File: config.mk
export PLATFORM = sky130hd
export DESIGN_NAME = flash_wait_state_access_ctrl
export DESIGN_NICKNAME = d
export VERILOG_FILES = /design/src/flash_ctrl_pkg.sv /design/src/flash_wait_state_access_ctrl.sv
export SDC_FILE = /design/constraint.sdc
export NUM_CORES = 1
export LEC_CHECK = 0
export BUFFER_PORTS_ARGS = -buffer_cell sky130_fd_sc_hd__buf_4
export CORE_ASPECT_RATIO = 0.75
export CORE_MARGIN = 2
export CORE_UTILIZATION = 29
export DETAILED_ROUTE_END_ITERATION = 10
export GPL_ROUTABILITY_DRIVEN = 0
export GPL_TIMING_DRIVEN = 0
export PLACE_DENSITY = 0.6
export SYNTH_ARGS = -nofsm -noshare
export SYNTH_HDL_FRONTEND = slang
export SYNTH_SLANG_ARGS = --single-unit
File: constraint.sdc
create_clock -name ref_clk_i -period 3.12 [get_ports ref_clk_i]
set_input_delay 0.156 -clock ref_clk_i [delete_from_list [all_inputs] [get_ports ref_clk_i]]
set_output_delay 0.156 -clock ref_clk_i [all_outputs]
set_load 0.005 [all_outputs]
File: src/flash_ctrl_pkg.sv
/*
 * Shared constants for the flash access controller: array geometry, the
 * unlock key, access delay reset value and flash timing figures.
 * Assumes a single system clock at SYS_CLK_HZ driving all of the logic.
 */
package flash_ctrl_pkg;
	// Array geometry
	localparam int unsigned SEG_BYTES = 1024;
	localparam int unsigned NUM_SEGMENTS = 32;
	localparam int unsigned SEG_BITS = 5;
	localparam int unsigned FLASH_ADDR_BITS = 15;
	localparam int unsigned WORD_ADDR_BITS = 13;
	localparam logic [31:0] FLASH_BASE = 32'h00000000;
	// Unlock key and access delay setting
	localparam logic [31:0] UNLOCK_KEY = 32'h12345678;
	localparam int unsigned DELAY_BITS = 2;
	localparam logic [1:0] DELAY_RESET = 2'h3;
	localparam logic [1:0] DELAY_MAX = 2'h3;
	// Flash timing: access time in ns and system clock
	localparam int unsigned FLASH_ACCESS_NS = 40;
	localparam int unsigned SYS_CLK_HZ = 10000000;
	localparam int unsigned SYS_CLK_NS = 1000000000 / SYS_CLK_HZ;
	// Least cycles per flash access, rounded up, never below one
	localparam int unsigned ACCESS_CYCLES_RAW = (FLASH_ACCESS_NS + SYS_CLK_NS - 1) / SYS_CLK_NS;
	localparam int unsigned ACCESS_CYCLES = (ACCESS_CYCLES_RAW < 1) ? 1 : ACCESS_CYCLES_RAW;
	localparam logic [1:0] MIN_DELAY = 2'(ACCESS_CYCLES - 1);
	// Bus transfer type bit that marks an active transfer
	localparam int unsigned HTRANS_ACTIVE_BIT = 1;
	localparam logic [1:0] SEG_LOW_ZERO = 2'h0;
endpackage

File: src/flash_wait_state_access_ctrl.sv
/*
 * Flash access controller front end: an AHB-Lite slave that serves reads
 * and writes to the flash array with a programmable access delay, a keyed
 * update path for that delay, and per-segment erase-before-write tracking.
 * Assumes the flash macro, the key/delay write strobes and the erase
 * request all run on ref_clk_i; the bus matrix arbitrates between the
 * processor core and the debug port in front of this slave.
 */
// Summary of operation
// - Access delay per flash access is programmable from zero to three.
// - Reset leaves the access delay at three.
// - Delay stretches flash accesses so flash never runs above 25 MHz.
// - The access delay may be updated at any time during operation.
// - A delay write is taken only after the unlock key 0x12345678.
// - Once accepted, every later flash read uses the new delay.
// - The flash array starts at bus address zero.
// - The array is 32 KB as thirty-two 1 KB segments.
// - An erase clears exactly one 1 KB segment.
// - Bus requests from core and debug port are served over AHB.
// - A direct write stalls the bus transfer until programming completes.
`timescale 1ns/10ps
`default_nettype none
module flash_wait_state_access_ctrl
	import flash_ctrl_pkg::*;
#(
	parameter int unsigned SEGS = NUM_SEGMENTS
)
(
	input wire logic ref_clk_i,
	input wire logic rst_n_i,
	input wire logic hsel_i,
	input wire logic [31:0] haddr_i,
	input wire logic [1:0] htrans_i,
	input wire logic hwrite_i,
	input wire logic [31:0] hwdata_i,
	input wire logic hready_i,
	output logic [31:0] hrdata_o,
	output logic hreadyout_o,
	output logic hresp_o,
	input wire logic key_wr_i,
	input wire logic [31:0] key_data_i,
	input wire logic delay_wr_i,
	input wire logic [1:0] delay_data_i,
	output logic [1:0] access_delay_o,
	output logic delay_unlocked_o,
	input wire logic erase_req_i,
	input wire logic [4:0] erase_seg_i,
	output logic erase_busy_o,
	output logic [12:0] flash_addr_o,
	output logic flash_rd_o,
	output logic flash_prog_o,
	output logic flash_erase_o,
	output logic [4:0] flash_seg_o,
	output logic [31:0] flash_wdata_o,
	input wire logic [31:0] flash_rdata_i,
	input wire logic flash_done_i
);
	typedef enum logic [2:0] {ST_IDLE, ST_DEC, ST_WAIT, ST_PROG, ST_ERASE, ST_ERR} state_t;

	// Segment flags are one bit per segment of a five-bit index
	if (SEGS == 0 || SEGS > NUM_SEGMENTS)
	begin : g_bad_segs
		$error("SEGS must lie between 1 and 32");
	end

	logic [1:0] delay_r, delay_nxt;
	logic unlock_r, unlock_nxt;
	state_t state_r, state_nxt;
	logic [31:0] hrdata_r, hrdata_nxt;
	logic hreadyout_r, hreadyout_nxt;
	logic hresp_r, hresp_nxt;
	logic [12:0] addr_r, addr_nxt;
	logic wr_r, wr_nxt;
	logic oor_r, oor_nxt;
	logic [1:0] cnt_r, cnt_nxt;
	logic rd_r, rd_nxt;
	logic prog_r, prog_nxt;
	logic erase_r, erase_nxt;
	logic [4:0] eseg_r, eseg_nxt;
	logic [4:0] pseg_r, pseg_nxt;
	logic epend_r, epend_nxt;
	logic qpend_r, qpend_nxt;
	logic [31:0] wdata_r, wdata_nxt;
	logic [SEGS-1:0] blank_r, blank_nxt;
	logic accept;
	logic [1:0] eff_delay;
	logic [4:0] cur_seg;

	// Key and delay update path; a key write arms exactly one delay write
	always_comb
	begin
		delay_nxt = delay_r;
		unlock_nxt = unlock_r;
		if (delay_wr_i)
		begin
			if (unlock_r)
				delay_nxt = delay_data_i;
			unlock_nxt = 1'b0;
		end
		else if (key_wr_i)
			unlock_nxt = (key_data_i == UNLOCK_KEY);
	end

	always_ff @(posedge ref_clk_i or negedge rst_n_i)
	begin
		if (!rst_n_i)
		begin
			delay_r <= DELAY_RESET;
			unlock_r <= 1'b0;
		end
		else
		begin
			delay_r <= delay_nxt;
			unlock_r <= unlock_nxt;
		end
	end

	// never shorter than the flash access time
	assign eff_delay = (delay_r < MIN_DELAY) ? MIN_DELAY : delay_r;
	// one slave port behind the bus matrix
	assign accept = hsel_i & htrans_i[HTRANS_ACTIVE_BIT] & hready_i & hreadyout_r
		& ((state_r == ST_IDLE) | (state_r == ST_ERASE));
	assign cur_seg = addr_r[WORD_ADDR_BITS-1 -: SEG_BITS];

	// Transfer sequencer; a queued bus transfer waits out a running erase
	always_comb
	begin
		state_nxt = state_r;
		hrdata_nxt = hrdata_r;
		hreadyout_nxt = hreadyout_r;
		hresp_nxt = hresp_r;
		addr_nxt = addr_r;
		wr_nxt = wr_r;
		oor_nxt = oor_r;
		cnt_nxt = cnt_r;
		rd_nxt = rd_r;
		prog_nxt = prog_r;
		erase_nxt = erase_r;
		eseg_nxt = eseg_r;
		pseg_nxt = pseg_r;
		epend_nxt = epend_r | erase_req_i;
		qpend_nxt = qpend_r;
		wdata_nxt = wdata_r;
		blank_nxt = blank_r;
		// Pending segment kept apart, so a running erase never sees its segment move
		if (erase_req_i && !epend_r)
			pseg_nxt = erase_seg_i;
		if (accept)
		begin
			oor_nxt = (haddr_i - FLASH_BASE) >= 32'(SEGS * SEG_BYTES);
			addr_nxt = haddr_i[FLASH_ADDR_BITS-1:2];
			wr_nxt = hwrite_i;
			hreadyout_nxt = 1'b0;
		end
		case (state_r)
			ST_IDLE:
			begin
				hresp_nxt = 1'b0;
				if (accept)
					state_nxt = ST_DEC;
				else if (epend_r)
				begin
					erase_nxt = 1'b1;
					eseg_nxt = pseg_r;
					epend_nxt = erase_req_i;
					if (erase_req_i)
						pseg_nxt = erase_seg_i;
					state_nxt = ST_ERASE;
				end
			end
			ST_DEC:
			begin
				// write into an unerased segment is refused
				if (oor_r || (wr_r && (32'(cur_seg) >= SEGS || !blank_r[cur_seg])))
				begin
					hresp_nxt = 1'b1;
					state_nxt = ST_ERR;
				end
				else if (wr_r)
				begin
					wdata_nxt = hwdata_i;
					prog_nxt = 1'b1;
					blank_nxt[cur_seg] = 1'b0;
					state_nxt = ST_PROG;
				end
				else
				begin
					cnt_nxt = eff_delay;
					rd_nxt = 1'b1;
					state_nxt = ST_WAIT;
				end
			end
			ST_WAIT:
			begin
				if (cnt_r == 2'h0)
				begin
					hrdata_nxt = flash_rdata_i;
					rd_nxt = 1'b0;
					hreadyout_nxt = 1'b1;
					state_nxt = ST_IDLE;
				end
				else
					cnt_nxt = cnt_r - 2'h1;
			end
			ST_PROG:
			begin
				if (flash_done_i)
				begin
					prog_nxt = 1'b0;
					hreadyout_nxt = 1'b1;
					state_nxt = ST_IDLE;
				end
			end
			ST_ERASE:
			begin
				if (accept)
					qpend_nxt = 1'b1;
				if (flash_done_i)
				begin
					erase_nxt = 1'b0;
					if (32'(eseg_r) < SEGS)
						blank_nxt[eseg_r] = 1'b1;
					qpend_nxt = 1'b0;
					state_nxt = (qpend_r || accept) ? ST_DEC : ST_IDLE;
				end
			end
			ST_ERR:
			begin
				// First cycle of the two-cycle error answer is on the bus; raise ready for the second
				hreadyout_nxt = 1'b1;
				state_nxt = ST_IDLE;
			end
			default:
			begin
				state_nxt = ST_IDLE;
				hreadyout_nxt = 1'b1;
			end
		endcase
	end

	// Sequencer registers; segments start unknown, so treated as not blank
	always_ff @(posedge ref_clk_i or negedge rst_n_i)
	begin
		if (!rst_n_i)
		begin
			state_r <= ST_IDLE;
			hrdata_r <= 32'h00000000;
			hreadyout_r <= 1'b1;
			hresp_r <= 1'b0;
			addr_r <= 13'h0000;
			wr_r <= 1'b0;
			oor_r <= 1'b0;
			cnt_r <= 2'h0;
			rd_r <= 1'b0;
			prog_r <= 1'b0;
			erase_r <= 1'b0;
			eseg_r <= 5'h00;
			pseg_r <= 5'h00;
			epend_r <= 1'b0;
			qpend_r <= 1'b0;
			wdata_r <= 32'h00000000;
			blank_r <= '0;
		end
		else
		begin
			state_r <= state_nxt;
			hrdata_r <= hrdata_nxt;
			hreadyout_r <= hreadyout_nxt;
			hresp_r <= hresp_nxt;
			addr_r <= addr_nxt;
			wr_r <= wr_nxt;
			oor_r <= oor_nxt;
			cnt_r <= cnt_nxt;
			rd_r <= rd_nxt;
			prog_r <= prog_nxt;
			erase_r <= erase_nxt;
			eseg_r <= eseg_nxt;
			pseg_r <= pseg_nxt;
			epend_r <= epend_nxt;
			qpend_r <= qpend_nxt;
			wdata_r <= wdata_nxt;
			blank_r <= blank_nxt;
		end
	end

	// Outputs straight from flip-flops
	assign hrdata_o = hrdata_r;
	assign hreadyout_o = hreadyout_r;
	assign hresp_o = hresp_r;
	assign access_delay_o = delay_r;
	assign delay_unlocked_o = unlock_r;
	assign erase_busy_o = erase_r;
	assign flash_addr_o = addr_r;
	assign flash_rd_o = rd_r;
	assign flash_prog_o = prog_r;
	assign flash_erase_o = erase_r;
	assign flash_seg_o = eseg_r;
	assign flash_wdata_o = wdata_r;

	// Helper: read strobe length and first cycle after reset
	logic [2:0] rd_len_r;
	logic [1:0] rd_lat_r;
	logic post_rst_r;
	always_ff @(posedge ref_clk_i or negedge rst_n_i)
	begin
		if (!rst_n_i)
		begin
			rd_len_r <= 3'h0;
			rd_lat_r <= 2'h0;
			post_rst_r <= 1'b0;
		end
		else
		begin
			rd_len_r <= rd_r ? rd_len_r + 3'h1 : 3'h0;
			rd_lat_r <= (state_r == ST_DEC) ? eff_delay : rd_lat_r;
			post_rst_r <= 1'b1;
		end
	end
endmodule
`default_nettype wire

==> flow_results.xml, run 1 <==
<?xml version="1.0" encoding="UTF-8"?>
<metrics>
  <group name="setup_path">
    <metric name="end_kind" unit="">register</metric>
    <metric name="setup.worst_path.start_class" unit="">register</metric>
    <metric name="worst-endpoint-required" unit="ns">3.42</metric>
    <metric name="critical_path.max_fanout" unit="">10</metric>
    <metric name="crit_type" unit="">register to register</metric>
    <metric name="cp.arrival" unit="ns">3.05</metric>
  </group>
  <group name="cts">
    <metric name="cts_buffer_depth" unit="">2</metric>
    <metric name="numCtsBuffers" unit="">17</metric>
    <metric name="tritoncts" unit="">yes</metric>
    <metric name="root_buffer" unit="">clkbuf_16</metric>
    <metric name="worst_setup_hold_path_clk_slew" unit="ns">0.06</metric>
    <metric name="numClockSinks" unit="">136</metric>
    <metric name="cts_max_level" unit="">4</metric>
    <metric name="postcts_resize_cnt" unit="">0</metric>
    <metric name="clkLatencyLatePin" unit="ns">0.42</metric>
  </group>
  <group name="yosys">
    <metric name="synth_xor_area_frac" unit="">0</metric>
    <metric name="yosysTopAreaCellShare" unit="">0.5389</metric>
    <metric name="synth-compound-area-share" unit="">0.1264</metric>
    <metric name="syn-num-nets" unit="">658</metric>
    <metric name="ys_seq_elements" unit="">136</metric>
    <metric name="multiplexer_share_of_the_synthesized_area" unit="">0.1811</metric>
    <metric name="combined_area_of_all_synthesized_cells" unit="mm2">0.006176</metric>
    <metric name="share_of_synthesized_registers_carrying_an_async_set_or_reset" unit="">1.000</metric>
    <metric name="yosys.area.top_type" unit="">dfrtp_1</metric>
    <metric name="synthTopCellsByCount" unit="">133 x dfrtp_1, 59 x mux2_2, 40 x inv_1</metric>
    <metric name="yosysMostFrequentCell" unit="">dfrtp_1</metric>
    <metric name="synth_sequential_area_ratio" unit="">0.5517</metric>
    <metric name="synth_area_leaders" unit="">dfrtp_1 54%, mux2_2 11%, mux2_1 5.3%</metric>
    <metric name="synth-warning-count" unit="">0</metric>
    <metric name="syn_inst" unit="">511</metric>
    <metric name="synth_enable_flop_cells" unit="">0</metric>
    <metric name="arithmetic_cell_share_of_the_synthesized_area_counting_full_adders_half_adders_and_majority_gates" unit="">0.002026</metric>
    <metric name="synth_top_family_by_area" unit="">multiplexers</metric>
    <metric name="synth_ff_type" unit="">dfrtp_1</metric>
    <metric name="syn-mean-instance-area" unit="um2">12.09</metric>
    <metric name="synth.lib_cells_used.distinct" unit="">53</metric>
    <metric name="synthSimpleGateAreaFrac" unit="">0.08934</metric>
  </group>
  <group name="pwr">
    <metric name="p_per_area" unit="mW/mm2">788.0</metric>
    <metric name="p_leak" unit="nW">4.649</metric>
    <metric name="total_power" unit="W">0.007738</metric>
    <metric name="irDropWorstVdd" unit="V">0.0003597</metric>
  </group>
  <group name="job">
    <metric name="max_cap_violations" unit="">0</metric>
  </group>
  <group name="routing">
    <metric name="route.met2.wl" unit="um">9138</metric>
    <metric name="routed_via_density" unit="">4.812</metric>
    <metric name="drt-pass1-iter-count" unit="">4</metric>
    <metric name="vias" unit="">5548</metric>
    <metric name="routed_wire_length_per_instance" unit="um">16.67</metric>
    <metric name="wirelength_met1" unit="um">8475</metric>
    <metric name="highest-signal-layer" unit="">met4</metric>
    <metric name="remaining_drc_errors" unit="">0</metric>
    <metric name="totalWireLength" unit="um">19220</metric>
    <metric name="dr.first_iter.drc_count" unit="">262</metric>
    <metric name="detail-route-antenna-nets" unit="">0</metric>
    <metric name="met3WireLength" unit="um">1423</metric>
  </group>
  <group name="placed_design">
    <metric name="buffer_ports.inserted" unit="">233</metric>
    <metric name="dp_hpwl" unit="um">13240</metric>
  </group>
  <group name="sta">
    <metric name="final_period_minus_worst_setup_slack" unit="ns">2.750</metric>
    <metric name="max_slew.worst_pin.slew" unit="ns">1.075</metric>
    <metric name="fin_worst_hold_slack" unit="ns">0.06751</metric>
    <metric name="slew_headroom" unit="">0.2764</metric>
    <metric name="clock.fmax" unit="MHz">363.7</metric>
    <metric name="worst_clock_skew" unit="ns">0.01370</metric>
    <metric name="finalSetupTns" unit="ns">0</metric>
    <metric name="setup-violations-final" unit="">0</metric>
    <metric name="rsz0062_at_grt" unit="">no</metric>
    <metric name="slew_viol_final" unit="">0</metric>
    <metric name="layout_worst_path_cycle_share" unit="">0.8814</metric>
    <metric name="hold_violations" unit="">0</metric>
  </group>
  <group name="grt">
    <metric name="antenna_found_initial" unit="">0</metric>
    <metric name="grt_first_pass_wirelength" unit="um">30220</metric>
    <metric name="globalRoute.totalOverflow" unit="">0</metric>
    <metric name="maximum_number_of_pins_on_one_net_before_global_route_repair" unit="">90</metric>
    <metric name="via_count_of_the_first_global_routing_pass" unit="">5685</metric>
    <metric name="global_route.usage.total" unit="">0.1702</metric>
  </group>
  <group name="floorplan">
    <metric name="row_count" unit="">46</metric>
    <metric name="die-area" unit="mm2">0.02249</metric>
    <metric name="die-width" unit="um">172.5</metric>
    <metric name="die_y" unit="um">130.4</metric>
    <metric name="pin_count" unit="">237</metric>
    <metric name="floorplan.initialDensity" unit="">0.2940</metric>
    <metric name="design.core.area" unit="mm2">0.02101</metric>
  </group>
  <group name="final_layout">
    <metric name="postLayoutCoreUtil" unit="">0.4675</metric>
    <metric name="filler_cell_count" unit="">1930</metric>
    <metric name="seqCellArea" unit="mm2">0.003407</metric>
    <metric name="layout-drive-gt1-share" unit="">0.4000</metric>
    <metric name="antenna-diode-count" unit="">0</metric>
    <metric name="multi_input_comb_area" unit="mm2">0.002464</metric>
    <metric name="nNetsFinal" unit="">999</metric>
    <metric name="area.growth.synth_to_final" unit="%">59.02</metric>
  </group>
  <group name="status">
    <metric name="run_status" unit="">finished clean</metric>
  </group>
  <group name="hold_path">
    <metric name="hold_class" unit="">input port to register</metric>
  </group>
</metrics>
## cells by family after synthesis
group / count (synthesis)
flip-flops: 136
AND/OR/NAND/NOR: 104
multiplexers: 97
adder cells (fa/ha/maj): 1
buffers and inverters: 73
AO/OA/AOI/OAI: 100
## flip-flops by register name, summed over array words and instances, names as in the netlist, 2 cells and up
signal and cells:
cnt_r 2, flash_addr_o 13, access_delay_o 2, flash_wdata_o 32, blank_r 32, hrdata_o 32
state_r 3, flash_seg_o 5, pseg_r 5
## worst max-delay path, stage by stage (launching register included)
cell,delay (ns)
dfrtp_1,0.34
buf_2,0.28
clkbuf_1,0.41
nand2_1,0.09
o2111ai_1,0.12
nand4_1,0.36
a31oi_4,0.46
buf_6,0.21
mux2_1,0.34
## stage by stage
step / instance area (um2) / instances / setup slack, ns
floorplan: 6176 / 511 / 0.7793
global route: 9821 / 1153 / 0.1275
CTS: 9821 / 1153 / 0.3700
detailed placement: 8317 / 1033 / 0.3756
global placement: 8285 / 1032 / 0.3922
finish: 9821 / 1153 / 0.3702
## final timing paths
| check | slack, ns | startpoint | end | cells after the start |
|---|---|---|---|---|
| max in group asynchronous | 2.06 | rst_n_i | access_delay_o[0]$_DFFE_PN1P_ | 3 |
| min in group asynchronous | 0.24 | rst_n_i | flash_addr_o[8]$_DFFE_PN0N_ | 2 |
| hold reg to reg | 0.48 | flash_prog_o$_DFFE_PN0P_ | flash_prog_o$_DFFE_PN0P_ | 1 |
| hold / removal | 0.07 | key_wr_i | delay_unlocked_o$_DFFE_PN0P_ | 4 |
| setup / recovery | 0.37 | flash_addr_o[9]$_DFFE_PN0N_ | flash_wdata_o[3]$_DFFE_PN0P_ | 8 |
| setup reg to reg | 0.37 | flash_addr_o[9]$_DFFE_PN0N_ | flash_wdata_o[3]$_DFFE_PN0P_ | 8 |
## layer usage
metal  track usage  up-vias
met5             0        -
met4       0.04223        0
met3       0.05469       19
met2        0.2811      208
met1        0.2189     2733
li1              -     2588
## power breakdown
part           leakage, nW  switching, W  internal, W
Sequential            1.62      0.000360      0.00234
Combinational         2.73       0.00146      0.00144
Clock                0.305      0.000848      0.00130
Total                 4.65       0.00267      0.00507
## repair_timing
action | 4_1_cts | 5_1_grt
hold endpoints to repair | 133 | 0
setup buffers | 0 | 0
hold buffers | 88 | 0
## area by class of cell
| type | instances | share of cell area |
|---|---|---|
| Buffer | 32 | 0.01542 |
| Timing Repair Buffer | 322 | 0.2710 |
| Clock inverter | 14 | 0.01873 |
| Tap cell | 288 | 0.03669 |
| Clock buffer | 18 | 0.04472 |
| Inverter | 41 | 0.01567 |
| Sequential cell | 136 | 0.3469 |
| Multi-Input combinational cell | 302 | 0.2509 |
## cells in the final DEF, fill, tap and decap left out, types with 2 or more instances in the layout
cell / netlist / routed
buf_4: 1 / 233
o22ai_1: 34 / 34
nand2b_1: 3 / 3
nor4b_1: 5 / 5
a21oi_1: 8 / 8
bufinv_16: 0 / 3
nand4_1: 7 / 7
buf_1: 2 / 2
or3_1: 5 / 5
inv_1: 40 / 40
and2_1: 2 / 2
nor4_1: 8 / 8
a311oi_1: 31 / 31
dfstp_2: 3 / 3
a32o_1: 2 / 2
clkbuf_1: 22 / 22
dfrtp_1: 133 / 133
o21ai_0: 4 / 4
mux2_2: 59 / 59
clkinv_4: 0 / 2
nand3b_1: 3 / 3
mux4_2: 3 / 3
nor3_1: 5 / 5
nand2_1: 26 / 26
mux2_1: 29 / 29
nor4bb_1: 2 / 2
a31oi_1: 3 / 3
dlygate4sd3_1: 0 / 88
o2111ai_1: 3 / 3
buf_6: 3 / 4
mux2i_1: 6 / 6
clkbuf_16: 0 / 17
nor2b_1: 4 / 4
inv_6: 0 / 6
nand3_1: 9 / 9
o221ai_1: 2 / 2
nor2_1: 20 / 20
buf_2: 4 / 4
Note: power is estimated with default switching activity, not from simulation.
==> run 2, diff against run 1 <==
--- a/config.mk
+++ b/config.mk
@@ -5,6 +5,7 @@
 export SDC_FILE = /design/constraint.sdc
 export NUM_CORES = 1
 export LEC_CHECK = 0
+export ABC_AREA = 1
 export BUFFER_PORTS_ARGS = -buffer_cell sky130_fd_sc_hd__buf_4
 export CORE_ASPECT_RATIO = 0.75
 export CORE_MARGIN = 2
==> flow_results.xml, run 2 <==
<?xml version="1.0" encoding="UTF-8"?>
<metrics>
  <group name="cts">
    <metric name="numCtsBuffers" unit="">17</metric>
    <metric name="cts_buffer_depth" unit="">2</metric>
    <metric name="worst_setup_hold_path_clk_slew" unit="ns">0.06</metric>
    <metric name="root_buffer" unit="">clkbuf_16</metric>
    <metric name="cts_max_level" unit="">4</metric>
    <metric name="clkLatencyLatePin" unit="ns">0.42</metric>
    <metric name="tritoncts" unit="">yes</metric>
    <metric name="numClockSinks" unit="">136</metric>
    <metric name="cts_setup_buffers" unit="">0</metric>
  </group>
  <group name="setup_path">
    <metric name="critical_path_cell_sequence" unit="">nor2_1, nand2_1, inv_1, clkbuf_1, nand3_1, o21ai_0, nand3_1, nand2_1</metric>
    <metric name="end_kind" unit="">register</metric>
    <metric name="critical_path_buf_inv_count" unit="">2</metric>
    <metric name="worst_r2r_endpoint" unit="">blank_r[21]$_DFFE_PN0P_</metric>
    <metric name="worst-endpoint-required" unit="ns">3.48</metric>
    <metric name="crit_type" unit="">register to register</metric>
    <metric name="r2r_cells" unit="">8</metric>
    <metric name="timing.critical_path.slowest_stage_cell" unit="">nand3_1</metric>
    <metric name="cp.arrival" unit="ns">2.67</metric>
    <metric name="setup.worst_path.start_class" unit="">register</metric>
    <metric name="critical_path.max_fanout" unit="">10</metric>
    <metric name="critical_path.reg2reg.startpoint" unit="">state_r[0]$_DFFE_PN0P_</metric>
    <metric name="worst_path_dominant_cell_family" unit="">simple AND/OR/NAND/NOR gates</metric>
    <metric name="regToRegSetupSlack" unit="ns">0.81</metric>
    <metric name="critical_path.max_stage_delay" unit="ns">0.50</metric>
  </group>
  <group name="sta">
    <metric name="worst_clock_skew" unit="ns">0.01434</metric>
    <metric name="rsz0062_at_grt" unit="">no</metric>
    <metric name="clock.fmax" unit="MHz">433.0</metric>
    <metric name="max_slew.worst_pin.slew" unit="ns">0.7237</metric>
    <metric name="setup-violations-final" unit="">0</metric>
    <metric name="slew_headroom" unit="">0.5175</metric>
    <metric name="fin_worst_hold_slack" unit="ns">0.07880</metric>
    <metric name="hold_violations" unit="">0</metric>
    <metric name="final_period_minus_worst_setup_slack" unit="ns">2.309</metric>
    <metric name="finalSetupTns" unit="ns">0</metric>
    <metric name="layout_worst_path_cycle_share" unit="">0.7402</metric>
    <metric name="slew_viol_final" unit="">0</metric>
  </group>
  <group name="status">
    <metric name="run_status" unit="">finished clean</metric>
  </group>
  <group name="grt">
    <metric name="maximum_number_of_pins_on_one_net_before_global_route_repair" unit="">74</metric>
    <metric name="via_count_of_the_first_global_routing_pass" unit="">6630</metric>
    <metric name="globalRouteMet1Util" unit="">0.2604</metric>
    <metric name="globalRoute.totalOverflow" unit="">0</metric>
    <metric name="grt_first_pass_wirelength" unit="um">34670</metric>
    <metric name="groute.layer.met2.usage" unit="">0.2849</metric>
    <metric name="grtUsageMet3" unit="">0.05051</metric>
    <metric name="global_route.usage.total" unit="">0.1869</metric>
    <metric name="antenna_found_initial" unit="">0</metric>
    <metric name="busiest_layer" unit="">met2</metric>
  </group>
  <group name="routing">
    <metric name="routed_via_density" unit="">4.665</metric>
    <metric name="dr.first_iter.drc_count" unit="">388</metric>
    <metric name="drt-pass1-iter-count" unit="">5</metric>
    <metric name="vias" unit="">6876</metric>
    <metric name="detail-route-antenna-nets" unit="">0</metric>
    <metric name="remaining_drc_errors" unit="">0</metric>
    <metric name="totalWireLength" unit="um">21700</metric>
    <metric name="routed_wire_length_per_instance" unit="um">14.72</metric>
  </group>
  <group name="final_layout">
    <metric name="filler_cell_count" unit="">2156</metric>
    <metric name="final_common_cell" unit="">nand2_1</metric>
    <metric name="fin_cells" unit="">1474</metric>
    <metric name="antenna-diode-count" unit="">0</metric>
    <metric name="area.growth.synth_to_final" unit="%">55.83</metric>
    <metric name="nNetsFinal" unit="">1314</metric>
    <metric name="layout-drive-gt1-share" unit="">0.2568</metric>
    <metric name="most-common-layout-cells" unit="">360 x nand2_1, 239 x buf_4, 133 x dfrtp_1</metric>
  </group>
  <group name="yosys">
    <metric name="combined_area_of_all_synthesized_cells" unit="mm2">0.006479</metric>
    <metric name="yosys.area.top_type" unit="">dfrtp_1</metric>
    <metric name="synth_enable_flop_cells" unit="">0</metric>
    <metric name="synth.lib_cells_used.distinct" unit="">28</metric>
    <metric name="synth-compound-area-share" unit="">0.08266</metric>
    <metric name="synth_top_family_by_area" unit="">simple AND/OR/NAND/NOR gates</metric>
    <metric name="yosysMostFrequentCell" unit="">nand2_1</metric>
    <metric name="syn-mean-instance-area" unit="um2">7.853</metric>
    <metric name="synth_sequential_area_ratio" unit="">0.5259</metric>
    <metric name="synth_ff_type" unit="">dfrtp_1</metric>
    <metric name="synth_area_leaders" unit="">dfrtp_1 51%, nand2_1 21%, nand3_1 7.2%</metric>
    <metric name="synthSimpleGateAreaFrac" unit="">0.3235</metric>
    <metric name="yosysTopAreaCellShare" unit="">0.5137</metric>
    <metric name="ys_seq_elements" unit="">136</metric>
    <metric name="syn_inst" unit="">825</metric>
    <metric name="arithmetic_cell_share_of_the_synthesized_area_counting_full_adders_half_adders_and_majority_gates" unit="">0.001931</metric>
    <metric name="synth-warning-count" unit="">0</metric>
    <metric name="share_of_synthesized_registers_carrying_an_async_set_or_reset" unit="">1.000</metric>
    <metric name="syn-num-nets" unit="">972</metric>
    <metric name="synthTopCellsByCount" unit="">360 x nand2_1, 133 x dfrtp_1, 93 x nand3_1</metric>
    <metric name="multiplexer_share_of_the_synthesized_area" unit="">0.01043</metric>
    <metric name="synth_xor_area_frac" unit="">0</metric>
  </group>
  <group name="floorplan">
    <metric name="design.core.area" unit="mm2">0.02199</metric>
    <metric name="row_count" unit="">47</metric>
    <metric name="die_y" unit="um">133.4</metric>
    <metric name="pin_count" unit="">237</metric>
    <metric name="floorplan.initialDensity" unit="">0.2946</metric>
    <metric name="die-area" unit="mm2">0.02356</metric>
    <metric name="die-width" unit="um">176.6</metric>
  </group>
  <group name="hold_path">
    <metric name="launch_instance_of_the_worst_min_delay_path" unit="">flash_done_i</metric>
    <metric name="hold_depth" unit="">3</metric>
    <metric name="hold_class" unit="">input port to register</metric>
    <metric name="hold_path_end" unit="">hreadyout_o$_DFF_PN1_</metric>
  </group>
  <group name="pwr">
    <metric name="p_per_area" unit="mW/mm2">888.4</metric>
    <metric name="p_leak" unit="nW">5.024</metric>
    <metric name="total_power" unit="W">0.008969</metric>
    <metric name="irDropWorstVdd" unit="V">0.0003784</metric>
  </group>
  <group name="placed_design">
    <metric name="dp.cells" unit="">1353</metric>
    <metric name="buffer_ports.inserted" unit="">233</metric>
    <metric name="dp_hpwl" unit="um">15510</metric>
  </group>
  <group name="job">
    <metric name="max_cap_violations" unit="">0</metric>
  </group>
</metrics>
==> run 2: area by class of cell <==
type                            instances  area (um2)  share of cell area
Clock buffer                           17       425.4             0.04214
Buffer                                 34       172.7             0.01710
Clock inverter                         15       152.6             0.01512
Inverter                               50       187.7             0.01859
Sequential cell                       136        3407              0.3375
Multi-Input combinational cell        605        2711              0.2686
Tap cell                              294       367.9             0.03644
Timing Repair Buffer                  323        2671              0.2646
==> run 2: metrics by stage <==
step / instance area (um2) / setup slack, ns / util
6_report: 10100 / 0.8106 / 0.4590
5_1_grt: 10100 / 0.5902 / 0.4590
4_1_cts: 10100 / 0.7769 / 0.4590
3_5_place_dp: 8627 / 0.8203 / 0.3923
3_3_place_gp: 8596 / 0.7955 / 0.3908
2_1_floorplan: 6479 / 1.343 / -
==> run 2: power by group <==
part	switching, W	total (W)	internal [W]	leakage (nW)
logic	0.00218	0.00379	0.00161	3.16
registers	0.000601	0.00316	0.00256	1.57
clock network	0.000887	0.00202	0.00113	0.285
==> run 2: worst reg2reg max path, stage by stage (launching register included) <==
cell	delay (ns)
dfrtp_1	0.42
nor2_1	0.21
nand2_1	0.12
inv_1	0.08
clkbuf_1	0.40
nand3_1	0.51
o21ai_0	0.32
nand3_1	0.11
nand2_1	0.09
==> run 2: cell families after synthesis <==
family,after synthesis
and+or+nand+nor,506
DFF,136
AOI/OAI and AO/OA,92
buffers and inverters,84
muxes,6
adders and majority gates,1
==> run 2: worst max-delay path by stage <==
stage	startpoint	endpoint	slack, ns	cells past startpoint
2_1_floorplan	flash_addr_o[9]$_DFFE_PN0N_	blank_r[10]$_DFFE_PN0P_	1.34	14
3_3_place_gp	state_r[2]$_DFFE_PN0P_	blank_r[12]$_DFFE_PN0P_	0.80	8
3_5_place_dp	flash_addr_o[9]$_DFFE_PN0N_	flash_wdata_o[23]$_DFFE_PN0P_	0.82	14
4_1_cts	flash_addr_o[9]$_DFFE_PN0N_	flash_wdata_o[23]$_DFFE_PN0P_	0.78	14
5_1_grt	flash_addr_o[9]$_DFFE_PN0N_	flash_wdata_o[23]$_DFFE_PN0P_	0.59	14
6_report	state_r[0]$_DFFE_PN0P_	blank_r[21]$_DFFE_PN0P_	0.81	8
==> run 2: repair_timing <==
action                    4_1_cts  5_1_grt
hold buffers                   89        0
hold endpoints to repair      156        0
gates resized for setup         0        0
==> run 2: metal layers <==
| layer | up-vias | wire (um) |
|---|---|---|
| met2 | 285 | 9504 |
| met1 | 3183 | 10150 |
| li1 | 3382 | - |
| met5 | - | 0 |
| met3 | 26 | 1683 |
| met4 | 0 | 359 |
